**src/core/lcs_cfg.svh**
```systemverilog
/*
 * holds the constants of the charge sequencer: register offsets,
 * field positions, reset values and timing figures.
 * assumes inclusion by bare name from core/ and sim/.
 */
`ifndef LCS_CFG_SVH
`define LCS_CFG_SVH

// ==========================================================
// timing
// ==========================================================
`define LCS_CLK_HZ            10000000
`define LCS_BLANK_MS          10
`define LCS_START_MS          10
`define LCS_BLANK_CYC         ((`LCS_BLANK_MS * `LCS_CLK_HZ) / 1000)
`define LCS_START_CYC         ((`LCS_START_MS * `LCS_CLK_HZ) / 1000)
`define LCS_CNT_W             20

// ==========================================================
// current request, in percent of programmed constant current
// ==========================================================
`define LCS_TRICKLE_PCT       8'h0A
`define LCS_FULL_PCT          8'h64
`define LCS_ZERO_PCT          8'h00

// ==========================================================
// register map (byte addresses)
// ==========================================================
`define LCS_ADDR_CTRL         4'h0
`define LCS_ADDR_STAT         4'h4
`define LCS_ADDR_W            4

// control register fields
`define LCS_CTRL_CHG_EN       0
`define LCS_CTRL_GUARD_N      1
`define LCS_CTRL_RST          32'h0000_0002

// status register fields
`define LCS_STAT_STATE_LO     0
`define LCS_STAT_STATE_HI     6
`define LCS_STAT_SWITCH       8
`define LCS_STAT_FAULT_N      9
`define LCS_STAT_IND          10
`define LCS_STAT_OV           11
`define LCS_STAT_UV           12

// axi responses
`define LCS_RESP_OKAY         2'h0
`define LCS_RESP_SLVERR       2'h2

`endif

```
**src/core/lcs_pkg.sv**
```systemverilog
/*
 * holds the types of the charge sequencer.
 * assumes lcs_cfg.svh for all numeric constants.
 */
package lcs_pkg;

	// charge phases, one-hot
	typedef enum logic [6:0] {
		LCS_IDLE    = 7'b0000001,
		LCS_TRICKLE = 7'b0000010,
		LCS_CC      = 7'b0000100,
		LCS_CV      = 7'b0001000,
		LCS_SLEEP   = 7'b0010000,
		LCS_WAITON  = 7'b0100000,
		LCS_OFF     = 7'b1000000
	} lcs_state_t;

	// synchronised comparator results
	typedef struct packed {
		logic uv_low;       // input below lockout, hysteresis done in analog
		logic ov_trip;      // input above over-voltage trip point
		logic bat_low;      // battery below precondition threshold
		logic bat_reg;      // battery at regulation voltage
		logic cur_term;     // charge current at termination level
		logic bat_rch;      // battery below recharge threshold
	} lcs_cmp_t;

endpackage

```
**src/core/lcs_seq.sv**
```systemverilog
/*
 * single-cell lithium charge sequencer with input guard control and
 * an axi4-lite slave for control and status.
 * assumes synchronous comparator inputs, one 10 MHz clock, and a
 * synchronous active-low reset.
 */
// Contract
// - charge only above lockout and enabled
// - low battery starts trickle at ten percent
// - trickle until precondition level, then cc
// - cc to cv at regulation voltage
// - cv until termination current, then end
// - indicator on only while charging
// - over-voltage opens switch, raises fault together
// - over-voltage at enable keeps switch open
// - below lockout the switch opens
// - fault flag active low, immediate
// - fault held 10 ms after clearing
// - guard and charger enabled separately
// - guard enable active low, high opens
// - faults override guard enable toggling
// - switch starts 10 ms after good input
// - sleep until recharge threshold, then restart
`timescale 1ns/100ps
`default_nettype none
`include "lcs_cfg.svh"

module lcs_seq
	import lcs_pkg::*;
(
	// clock and reset
	input  wire logic        aclk,
	input  wire logic        aresetn,
	// comparator inputs and enable pins
	input  wire lcs_cmp_t    cmp_in,
	input  wire logic        input_guard_enable_n,
	input  wire logic        charger_enable,
	// analog control outputs
	output var  logic        pass_switch_on,
	output var  logic [7:0]  current_request_pct,
	output var  logic        cv_mode,
	output var  logic        indicator_oe,
	output var  logic        fault_flag_n_oe,
	output var  logic        fault_flag_n,
	// axi4-lite write address
	input  wire logic [3:0]  s_axi_awaddr,
	input  wire logic        s_axi_awvalid,
	output var  logic        s_axi_awready,
	// axi4-lite write data
	input  wire logic [31:0] s_axi_wdata,
	input  wire logic [3:0]  s_axi_wstrb,
	input  wire logic        s_axi_wvalid,
	output var  logic        s_axi_wready,
	// axi4-lite write response
	output var  logic [1:0]  s_axi_bresp,
	output var  logic        s_axi_bvalid,
	input  wire logic        s_axi_bready,
	// axi4-lite read
	input  wire logic [3:0]  s_axi_araddr,
	input  wire logic        s_axi_arvalid,
	output var  logic        s_axi_arready,
	output var  logic [31:0] s_axi_rdata,
	output var  logic [1:0]  s_axi_rresp,
	output var  logic        s_axi_rvalid,
	input  wire logic        s_axi_rready
);

	// ==========================================================
	// register file and bus slave
	// ==========================================================
	logic [31:0] ctrl_q, ctrl_d;        // control register
	logic        aw_got_q, aw_got_d;    // write address held
	logic        w_got_q, w_got_d;      // write data held
	logic [3:0]  aw_q, aw_d;            // held write address
	logic [31:0] wd_q, wd_d;            // held write data
	logic [3:0]  ws_q, ws_d;            // held strobes
	logic        bv_q, bv_d;            // write response valid
	logic [1:0]  br_q, br_d;            // write response code
	logic        rv_q, rv_d;            // read data valid
	logic [31:0] rd_q, rd_d;            // read data
	logic [1:0]  rr_q, rr_d;            // read response code
	logic [31:0] stat_w;                // live status word
	logic        awr_q, awr_d;          // write address ready
	logic        wrdy_q, wrdy_d;        // write data ready
	logic        arr_q, arr_d;          // read address ready
	logic        foe_q, foe_d;          // fault pin pull-down enable

	// charge and guard state
	lcs_state_t             st_q, st_d;     // sequencer phase
	logic [`LCS_CNT_W-1:0]  blk_q, blk_d;   // fault blanking count
	logic [`LCS_CNT_W-1:0]  dly_q, dly_d;   // startup delay count
	logic                   sw_q, sw_d;     // pass switch
	logic                   flt_q, flt_d;   // fault flag, active low
	logic [7:0]             pct_q, pct_d;   // current request
	logic                   cv_q, cv_d;     // constant voltage mode
	logic                   ind_q, ind_d;   // indicator sink on

	// effective enables: pins combined with software control
	logic guard_off, chg_en, in_bad;
	always_comb begin
		guard_off = input_guard_enable_n | ctrl_q[`LCS_CTRL_GUARD_N];
		chg_en    = charger_enable & ctrl_q[`LCS_CTRL_CHG_EN];
		in_bad    = cmp_in.ov_trip | cmp_in.uv_low;
	end

	// status word assembly
	always_comb begin
		stat_w = 32'h0000_0000;
		stat_w[`LCS_STAT_STATE_HI:`LCS_STAT_STATE_LO] = st_q;
		stat_w[`LCS_STAT_SWITCH]  = sw_q;
		stat_w[`LCS_STAT_FAULT_N] = flt_q;
		stat_w[`LCS_STAT_IND]     = ind_q;
		stat_w[`LCS_STAT_OV]      = cmp_in.ov_trip;
		stat_w[`LCS_STAT_UV]      = cmp_in.uv_low;
	end

	// bus next-state: address and data in either order
	always_comb begin
		aw_got_d = aw_got_q;
		w_got_d  = w_got_q;
		aw_d = aw_q;
		wd_d = wd_q;
		ws_d = ws_q;
		bv_d = bv_q;
		br_d = br_q;
		rv_d = rv_q;
		rd_d = rd_q;
		rr_d = rr_q;
		ctrl_d = ctrl_q;
		// capture write address
		if (s_axi_awvalid && !aw_got_q && !bv_q) begin
			aw_got_d = 1'b1;
			aw_d     = s_axi_awaddr;
		end
		// capture write data
		if (s_axi_wvalid && !w_got_q && !bv_q) begin
			w_got_d = 1'b1;
			wd_d    = s_axi_wdata;
			ws_d    = s_axi_wstrb;
		end
		// perform write once both halves are held
		if (aw_got_q && w_got_q && !bv_q) begin
			aw_got_d = 1'b0;
			w_got_d  = 1'b0;
			bv_d     = 1'b1;
			if (aw_q == `LCS_ADDR_CTRL) begin
				br_d = `LCS_RESP_OKAY;
				for (int i = 0; i < 4; i++) begin
					if (ws_q[i]) begin
						ctrl_d[i*8 +: 8] = wd_q[i*8 +: 8];
					end
				end
			end else if (aw_q == `LCS_ADDR_STAT) begin
				br_d = `LCS_RESP_OKAY;  // status is read-only
			end else begin
				br_d = `LCS_RESP_SLVERR;
			end
		end else if (bv_q && s_axi_bready) begin
			bv_d = 1'b0;
		end
		// read path
		if (s_axi_arvalid && !rv_q) begin
			rv_d = 1'b1;
			case (s_axi_araddr)
				`LCS_ADDR_CTRL: begin
					rd_d = ctrl_q;
					rr_d = `LCS_RESP_OKAY;
				end
				`LCS_ADDR_STAT: begin
					rd_d = stat_w;
					rr_d = `LCS_RESP_OKAY;
				end
				default: begin
					rd_d = 32'h0000_0000;
					rr_d = `LCS_RESP_SLVERR;
				end
			endcase
		end else if (rv_q && s_axi_rready) begin
			rv_d = 1'b0;
		end
		// ready flags registered so the ports come straight from flops
		awr_d  = !aw_got_d && !bv_d;
		wrdy_d = !w_got_d && !bv_d;
		arr_d  = !rv_d;
	end

	// ==========================================================
	// guard switch, fault flag and charge sequencer
	// ==========================================================
	always_comb begin
		st_d  = st_q;
		blk_d = blk_q;
		dly_d = dly_q;
		sw_d  = sw_q;
		flt_d = flt_q;
		if (cmp_in.ov_trip) begin
			flt_d = 1'b0;
			blk_d = `LCS_CNT_W'(`LCS_BLANK_CYC - 1);
		end else if (!flt_q) begin
			if (blk_q == '0) begin
				flt_d = 1'b1;
			end else begin
				blk_d = blk_q - 1'b1;
			end
		end
		if (in_bad || guard_off) begin
			sw_d  = 1'b0;
			dly_d = `LCS_CNT_W'(`LCS_START_CYC - 1);
		end else if (!sw_q) begin
			// startup delay once input is good
			if (dly_q == '0) begin
				sw_d = 1'b1;
			end else begin
				dly_d = dly_q - 1'b1;
			end
		end
		// no charge without supply and enable
		if (!sw_q || !chg_en || cmp_in.uv_low) begin
			st_d = LCS_IDLE;
		end else begin
			case (st_q)
				LCS_IDLE: begin
					if (cmp_in.bat_low) begin
						st_d = LCS_TRICKLE;
					end else if (cmp_in.bat_reg) begin
						st_d = LCS_CV;
					end else begin
						st_d = LCS_CC;
					end
				end
				LCS_TRICKLE: begin
					if (!cmp_in.bat_low) begin
						st_d = LCS_CC;
					end
				end
				LCS_CC: begin
					if (cmp_in.bat_reg) begin
						st_d = LCS_CV;
					end
				end
				LCS_CV: begin
					if (cmp_in.cur_term) begin
						st_d = LCS_SLEEP;
					end
				end
				LCS_SLEEP: begin
					if (cmp_in.bat_rch) begin
						st_d = LCS_IDLE;
					end
				end
				default: begin
					st_d = LCS_IDLE;
				end
			endcase
		end
	end

	// outputs decoded from the next phase so they stay registered
	always_comb begin
		pct_d = `LCS_ZERO_PCT;
		cv_d  = 1'b0;
		case (st_d)
			LCS_TRICKLE: pct_d = `LCS_TRICKLE_PCT;
			LCS_CC:      pct_d = `LCS_FULL_PCT;
			LCS_CV: begin
				pct_d = `LCS_FULL_PCT;
				cv_d  = 1'b1;
			end
			default:     pct_d = `LCS_ZERO_PCT;
		endcase
		ind_d = (st_d == LCS_TRICKLE) || (st_d == LCS_CC) || (st_d == LCS_CV);
		// pull the fault pin low while the flag is asserted
		foe_d = !flt_d;
	end

	// state registers
	always_ff @(posedge aclk) begin
		if (!aresetn) begin
			ctrl_q   <= `LCS_CTRL_RST;
			aw_got_q <= 1'b0;
			w_got_q  <= 1'b0;
			aw_q     <= '0;
			wd_q     <= '0;
			ws_q     <= '0;
			bv_q     <= 1'b0;
			br_q     <= `LCS_RESP_OKAY;
			rv_q     <= 1'b0;
			rd_q     <= '0;
			rr_q     <= `LCS_RESP_OKAY;
			st_q     <= LCS_IDLE;
			blk_q    <= '0;
			dly_q    <= `LCS_CNT_W'(`LCS_START_CYC - 1);
			sw_q     <= 1'b0;
			flt_q    <= 1'b1;
			pct_q    <= `LCS_ZERO_PCT;
			cv_q     <= 1'b0;
			ind_q    <= 1'b0;
			awr_q    <= 1'b1;
			wrdy_q   <= 1'b1;
			arr_q    <= 1'b1;
			foe_q    <= 1'b0;
		end else begin
			ctrl_q   <= ctrl_d;
			aw_got_q <= aw_got_d;
			w_got_q  <= w_got_d;
			aw_q     <= aw_d;
			wd_q     <= wd_d;
			ws_q     <= ws_d;
			bv_q     <= bv_d;
			br_q     <= br_d;
			rv_q     <= rv_d;
			rd_q     <= rd_d;
			rr_q     <= rr_d;
			st_q     <= st_d;
			blk_q    <= blk_d;
			dly_q    <= dly_d;
			sw_q     <= sw_d;
			flt_q    <= flt_d;
			pct_q    <= pct_d;
			cv_q     <= cv_d;
			ind_q    <= ind_d;
			awr_q    <= awr_d;
			wrdy_q   <= wrdy_d;
			arr_q    <= arr_d;
			foe_q    <= foe_d;
		end
	end

	// output drive straight from flops
	always_comb begin
		pass_switch_on      = sw_q;
		current_request_pct = pct_q;
		cv_mode             = cv_q;
		indicator_oe        = ind_q;
		fault_flag_n        = flt_q;
		fault_flag_n_oe     = foe_q;
		s_axi_awready       = awr_q;
		s_axi_wready        = wrdy_q;
		s_axi_bvalid        = bv_q;
		s_axi_bresp         = br_q;
		s_axi_arready       = arr_q;
		s_axi_rvalid        = rv_q;
		s_axi_rdata         = rd_q;
		s_axi_rresp         = rr_q;
	end
endmodule // lcs_seq
`default_nettype wire

```
**config.mk**
```make
export PLATFORM = sky130hd
export DESIGN_NAME = lcs_seq
export DESIGN_NICKNAME = d
export VERILOG_FILES = /design/src/core/lcs_pkg.sv /design/src/core/lcs_seq.sv
export VERILOG_INCLUDE_DIRS = /design/src /design/src/core
export SDC_FILE = /design/constraint.sdc
export NUM_CORES = 1
export LEC_CHECK = 0
export ABC_AREA = 1
export ABC_CLOCK_PERIOD_IN_PS = 3900
export BUFFER_PORTS_ARGS = -buffer_cell sky130_fd_sc_hd__buf_2
export CORE_ASPECT_RATIO = 0.6
export CORE_MARGIN = 3
export CORE_UTILIZATION = 40
export DETAILED_ROUTE_END_ITERATION = 12
export PLACE_DENSITY = 0.71
export SYNTH_ARGS = -nofsm -noshare
export SYNTH_HDL_FRONTEND = slang
export SYNTH_SLANG_ARGS = --single-unit
```
**constraint.sdc**
```tcl
create_clock -name aclk -period 3.9 [get_ports aclk]
set_clock_uncertainty 0.1 [all_clocks]
set_input_delay 1.17 -clock aclk [delete_from_list [all_inputs] [get_ports aclk]]
set_output_delay 1.17 -clock aclk [all_outputs]
set_load 0.01 [all_outputs]
```
### Word-level counts from Yosys, hierarchy flattened

Cells that the tools add are included.

| storage, ports and cells | value |
|---|---|
| word-level logic and storage cells | 121 |
| register bits after elaboration | 175 |

| cells by class | value |
|---|---|
| bitwise gates (word level) | 8 |
| reduce and logical (&&, ||, !) cells | 42 |
| multiplexer cells | 30 |
| add/subtract/negate cells | 2 |
| equal/unequal tests | 12 |

Operators by type and width:

| cell | number |
|---|---|
| one-hot mux 32 bit (2 select lines) | 1 |
| two-way mux 17 bit | 3 |
| zero test 20 bit | 2 |
| subtractor 20 x 1 -> 20 bit, second input constant | 2 |
| two-way mux 7 bit | 5 |
| one-hot mux 7 bit (5 select lines) | 1 |
| == test 7 x 2 -> 1 bit, second input constant | 2 |
| == test 7 x 3 -> 1 bit, second input constant | 2 |
| == test 7 x 4 -> 1 bit, second input constant | 2 |
| two-way mux 1 bit | 14 |
| one-hot mux 7 bit (2 select lines) | 1 |
| AND reduction 3 bit | 4 |
| logical AND 1 bit | 11 |
| zero test 1 bit | 11 |
| == test 4 x 3 -> 1 bit, second input constant | 2 |
| zero test 4 bit | 2 |
| two-way mux 4 bit | 2 |
| OR reduction 2 bit | 4 |
| == test 7 x 1 -> 1 bit, second input constant | 1 |
| == test 7 x 5 -> 1 bit, second input constant | 1 |
| two-way mux 2 bit | 3 |
| AND reduction 2 bit | 3 |
| logical OR 1 bit | 5 |
| NOT 1 bit | 5 |
| other kinds (3) | 5 |

### Logic depth before layout (Yosys ltp)

| depth | value |
|---|---|
| depth after elaboration | 8 |
| depth in mapped cells | 13 |
| gate-level depth less buffers | 12 |

### Worst setup path after synthesis

No wires, ideal clock.

| path | value |
|---|---|
| path kind | in2reg |
| start | input s_axi_araddr[1] |
| end | register rd_q[23] (netlist: s_axi_rdata[23]) |
| arrival time | 2.095 ns |
| buffers on the path | 1 |
| setup slack | 1.640 ns |
| cell stages on the path | 6 |
| cell sequence | nor2_1 nand2_1 a21oi_1 buf_2 a32oi_1 nor2_1 |

| on the way | value |
|---|---|
| word-level cells in the longest chain between the ends | 2 |

RTL lines:

| element | RTL line | text |
|---|---|---|
| from (decl) | lcs_seq.sv:59 | `input wire logic [3:0] s_axi_araddr,` |
| == test 4 x 3 -> 1 bit or zero test 4 bit (tied branches) | lcs_seq.sv:164 | `case (s_axi_araddr)` |
| one-hot mux 32 bit (2 select lines) (*) | lcs_seq.sv:164 |  |
| to (signal assigned) | lcs_seq.sv:312 | `rd_q <= rd_d;` |
| to (decl) | lcs_seq.sv:80 | `logic [31:0] rd_q, rd_d;` |

Mark *: on every way between the ends. The rest lies on a longest branch, timed or not.
A chain may end at the register's enable or synchronous reset.

### Worst setup path in the final report

| path | value |
|---|---|
| start | input s_axi_araddr[2] |
| end | register rd_q[28] (netlist: s_axi_rdata[28]) |

The elaborated chain is that of the path after synthesis.

==> reports/qor.yml <==
setup_path:
  cp_data_required_time_ps: 4100
  reg2reg_depth: 11
  worstPathArrival_ps: 3060
  rr_startpoint: "dly_q[0]"
  reg2reg_to: "dly_q[2]"
  start_kind: "input pin"
  end_kind: "flip-flop"
  r2r_setup_slack_ps: 1650
  criticalPathCategory: "in2reg"
  path_max_fanout: 21
floorplanning:
  die-area_um2: 19700
  pin_count: 113
  die_x_um: 179
  rows: 37
  start_util_pct: 41.4
  placeableCoreArea_um2: 17400
  die_h_um: 110
outcome:
  outcome: "finished clean"
sta:
  slew_headroom_pct: 35.8
  final-hold-violation-count: 0
  setup_tns_ps: 0
  finalCritPeriodShare_pct: 73.5
  slew_viol_final: 0
  layout_min_cycle_time_ps: 2870
  setup_violations: 0
  rsz0062_at_grt: "no"
  tightest_slew_ps: 961
  fmax_ghz: 0.349
  fin_ws_ps: 1030
hold_path:
  min_from: "ctrl_q[5]"
  hold_path.class: "reg2reg"
  whs_endpoint: "ctrl_q[5]"
  hold_depth: 2
finish:
  layout_common_cells: "167 x dfxtp_1, 150 x nor2_1, 123 x nand2_1, 107 x buf_2, 106 x inv_1"
  diodes: 0
  nets: 1077
  final_cells: 1263
  utilization_pct: 48.6
  drive_gt1_share_pct: 19.0
  mostFrequentLayoutCell: "dfxtp_1"
  area_delta_synth_final_pct: 17.2
  fillers: 1710
clock_network:
  holdBufCountCts: 0
  root_buffer: "clkbuf_16"
  cts_buffers: 17
  htree_levels: 4
  path_clk_slew_ps: 70
  clockBufferDepth: 2
  clock_latency_ps: 430
  clock-sinks: 167
  post_cts_resized: 0
  cts_tree: "yes"
  cts_setup_buffers: 0
yosys:
  ys_ff_latch: 167
  synthFlopType: "dfxtp_1"
  synth_area_per_cell_um2: 7.75
  synth_top_cell_by_area: "dfxtp_1"
  synth-edff-count: 0
  synth_cell_types: 45
  yosysSeqAreaShare_pct: 46.5
  synthArstFlopShare_pct: 0
  syn_inst: 928
  synth_top_area_share_pct: 46.5
  synth_area_leaders: "dfxtp_1 46%, nor2_1 7.8%, nand2_1 6.4%"
  syn_area_um2: 7200
  yosysWarnings: 0
route:
  via_per_inst: 5.02
  ant_nets: 0
  dr.first_iter.drc_count: 617
  drc_errors: 0
  drt_first_pass_iters: 6
  wl_mm: 18.6
  wl_per_cell_um: 14.7
  vias: 6342
global_route:
  antenna_found_initial: 1
  track_usage_pct: 19.2
  grt_max_degree: 76
  grt_pass1_wl_mm: 29.8
  grt_overflow_total: 0
  first_global_vias: 5883
power_and_ir_drop:
  peakVddDrop_mv: 0.304
  leakage_nw: 3.64
  finalPower_mw: 3.89
  power_density_nw_per_um2: 461
place:
  routabilityCongestion: 0.958
  dp_hpwl_mm: 13.0
  placed_cells: 1231
  port_buffers: 107
  pre_cts_ws_ps: 610
job:
  maxCapViolCount: 0
-- sequential cells by signal, indices dropped and copies added, names as in the netlist, 2 cells and up --
register	count
ctrl_q	32
current_request_pct	2
st_q	7
wd_q	32
dly_q	20
aw_q	4
s_axi_rdata	32
ws_q	4
blk_q	20
-- kinds of logic after synthesis --
group | synth area share, %
adder cells (fa/ha/maj) | 0.348
flip-flops | 46.5
buffers and inverters | 9.77
other | 0.0521
AND/OR/NAND/NOR | 23.2
AO/OA/AOI/OAI | 17.8
XOR/XNOR | 2.31
-- worst max-delay path, cell delays in order --
cell	delay (ps)
buf_2	110
inv_1	590
nor2_1	170
nand2_1	430
a21oi_2	90
buf_4	230
a32oi_1	200
nor2_1	60
-- routing by layer --
| layer | vias to the layer above | track usage, % | routed length, µm |
|---|---|---|---|
| met5 | - | 0 | 13 |
| met4 | 2 | 5.24 | 269 |
| met3 | 23 | 4.90 | 1370 |
| met2 | 211 | 27.5 | 7300 |
| met1 | 2872 | 28.4 | 9610 |
| li1 | 3234 | - | - |
-- where the power goes --
| group | total (mW) | internal (mW) | leakage [nW] | switching [mW] |
|---|---|---|---|---|
| sequential | 1.82 | 1.78 | 1.36 | 0.0388 |
| combinational | 0.345 | 0.110 | 1.98 | 0.235 |
| clock | 1.73 | 0.880 | 0.300 | 0.846 |
| total | 3.89 | 2.77 | 3.64 | 1.12 |
-- synth_stat cells (2+ instances only) --
cell,number
o221ai_1,10
a31oi_1,5
a32oi_1,20
o21ai_1,3
buf_2,5
nor3_4,3
nand3_1,41
buf_6,6
nor2_2,8
nand4_1,11
nor3_1,7
a211oi_1,17
o211ai_2,4
buf_4,11
nand3_2,2
inv_2,6
xor2_1,11
nor2_4,2
nor2_1,150
a31o_2,2
nor4_1,2
nand3b_1,4
clkbuf_1,25
ha_1,2
o21ai_0,76
nand2_2,5
or2_2,2
a21oi_1,61
nand3_4,2
nand2_1,123
xnor2_1,8
dfxtp_1,167
inv_1,106
a21oi_2,9
nand2_4,2
-- cell type report --
class | instances | area (µm²) | area share, %
flip-flops and latches | 167 | 3340 | 39.6
multi-input cells | 605 | 3180 | 37.7
repair buffers | 111 | 566 | 6.71
inverters | 114 | 430 | 5.10
clock buffers | 17 | 425 | 5.05
well taps | 234 | 293 | 3.47
clock inverters | 15 | 199 | 2.36
-- per-stage QoR --
| stage | cell area, µm² | hold WS, ps |
|---|---|---|
| 2_1_floorplan | 7220 | 325 |
| 3_3_place_gp | 7810 | 337 |
| 3_5_place_dp | 7810 | 344 |
| 4_1_cts | 8430 | 356 |
| 5_1_grt | 8430 | 371 |
| 6_report | 8430 | 355 |
-- worst max-delay path by stage --
stage / startpoint / end / slack, ps / cells after the start
finish: s_axi_araddr[2] / s_axi_rdata[28] / 1030 / 8
global route: s_axi_araddr[2] / s_axi_rdata[25] / 870 / 8
CTS: s_axi_araddr[2] / s_axi_rdata[21] / 1060 / 8
detailed placement: s_axi_araddr[2] / s_axi_rdata[21] / 610 / 8
global placement: s_axi_araddr[2] / s_axi_rdata[18] / 700 / 8
floorplan: s_axi_araddr[1] / s_axi_rdata[23] / 1640 / 6
Power figures use the tool's default switching activity.
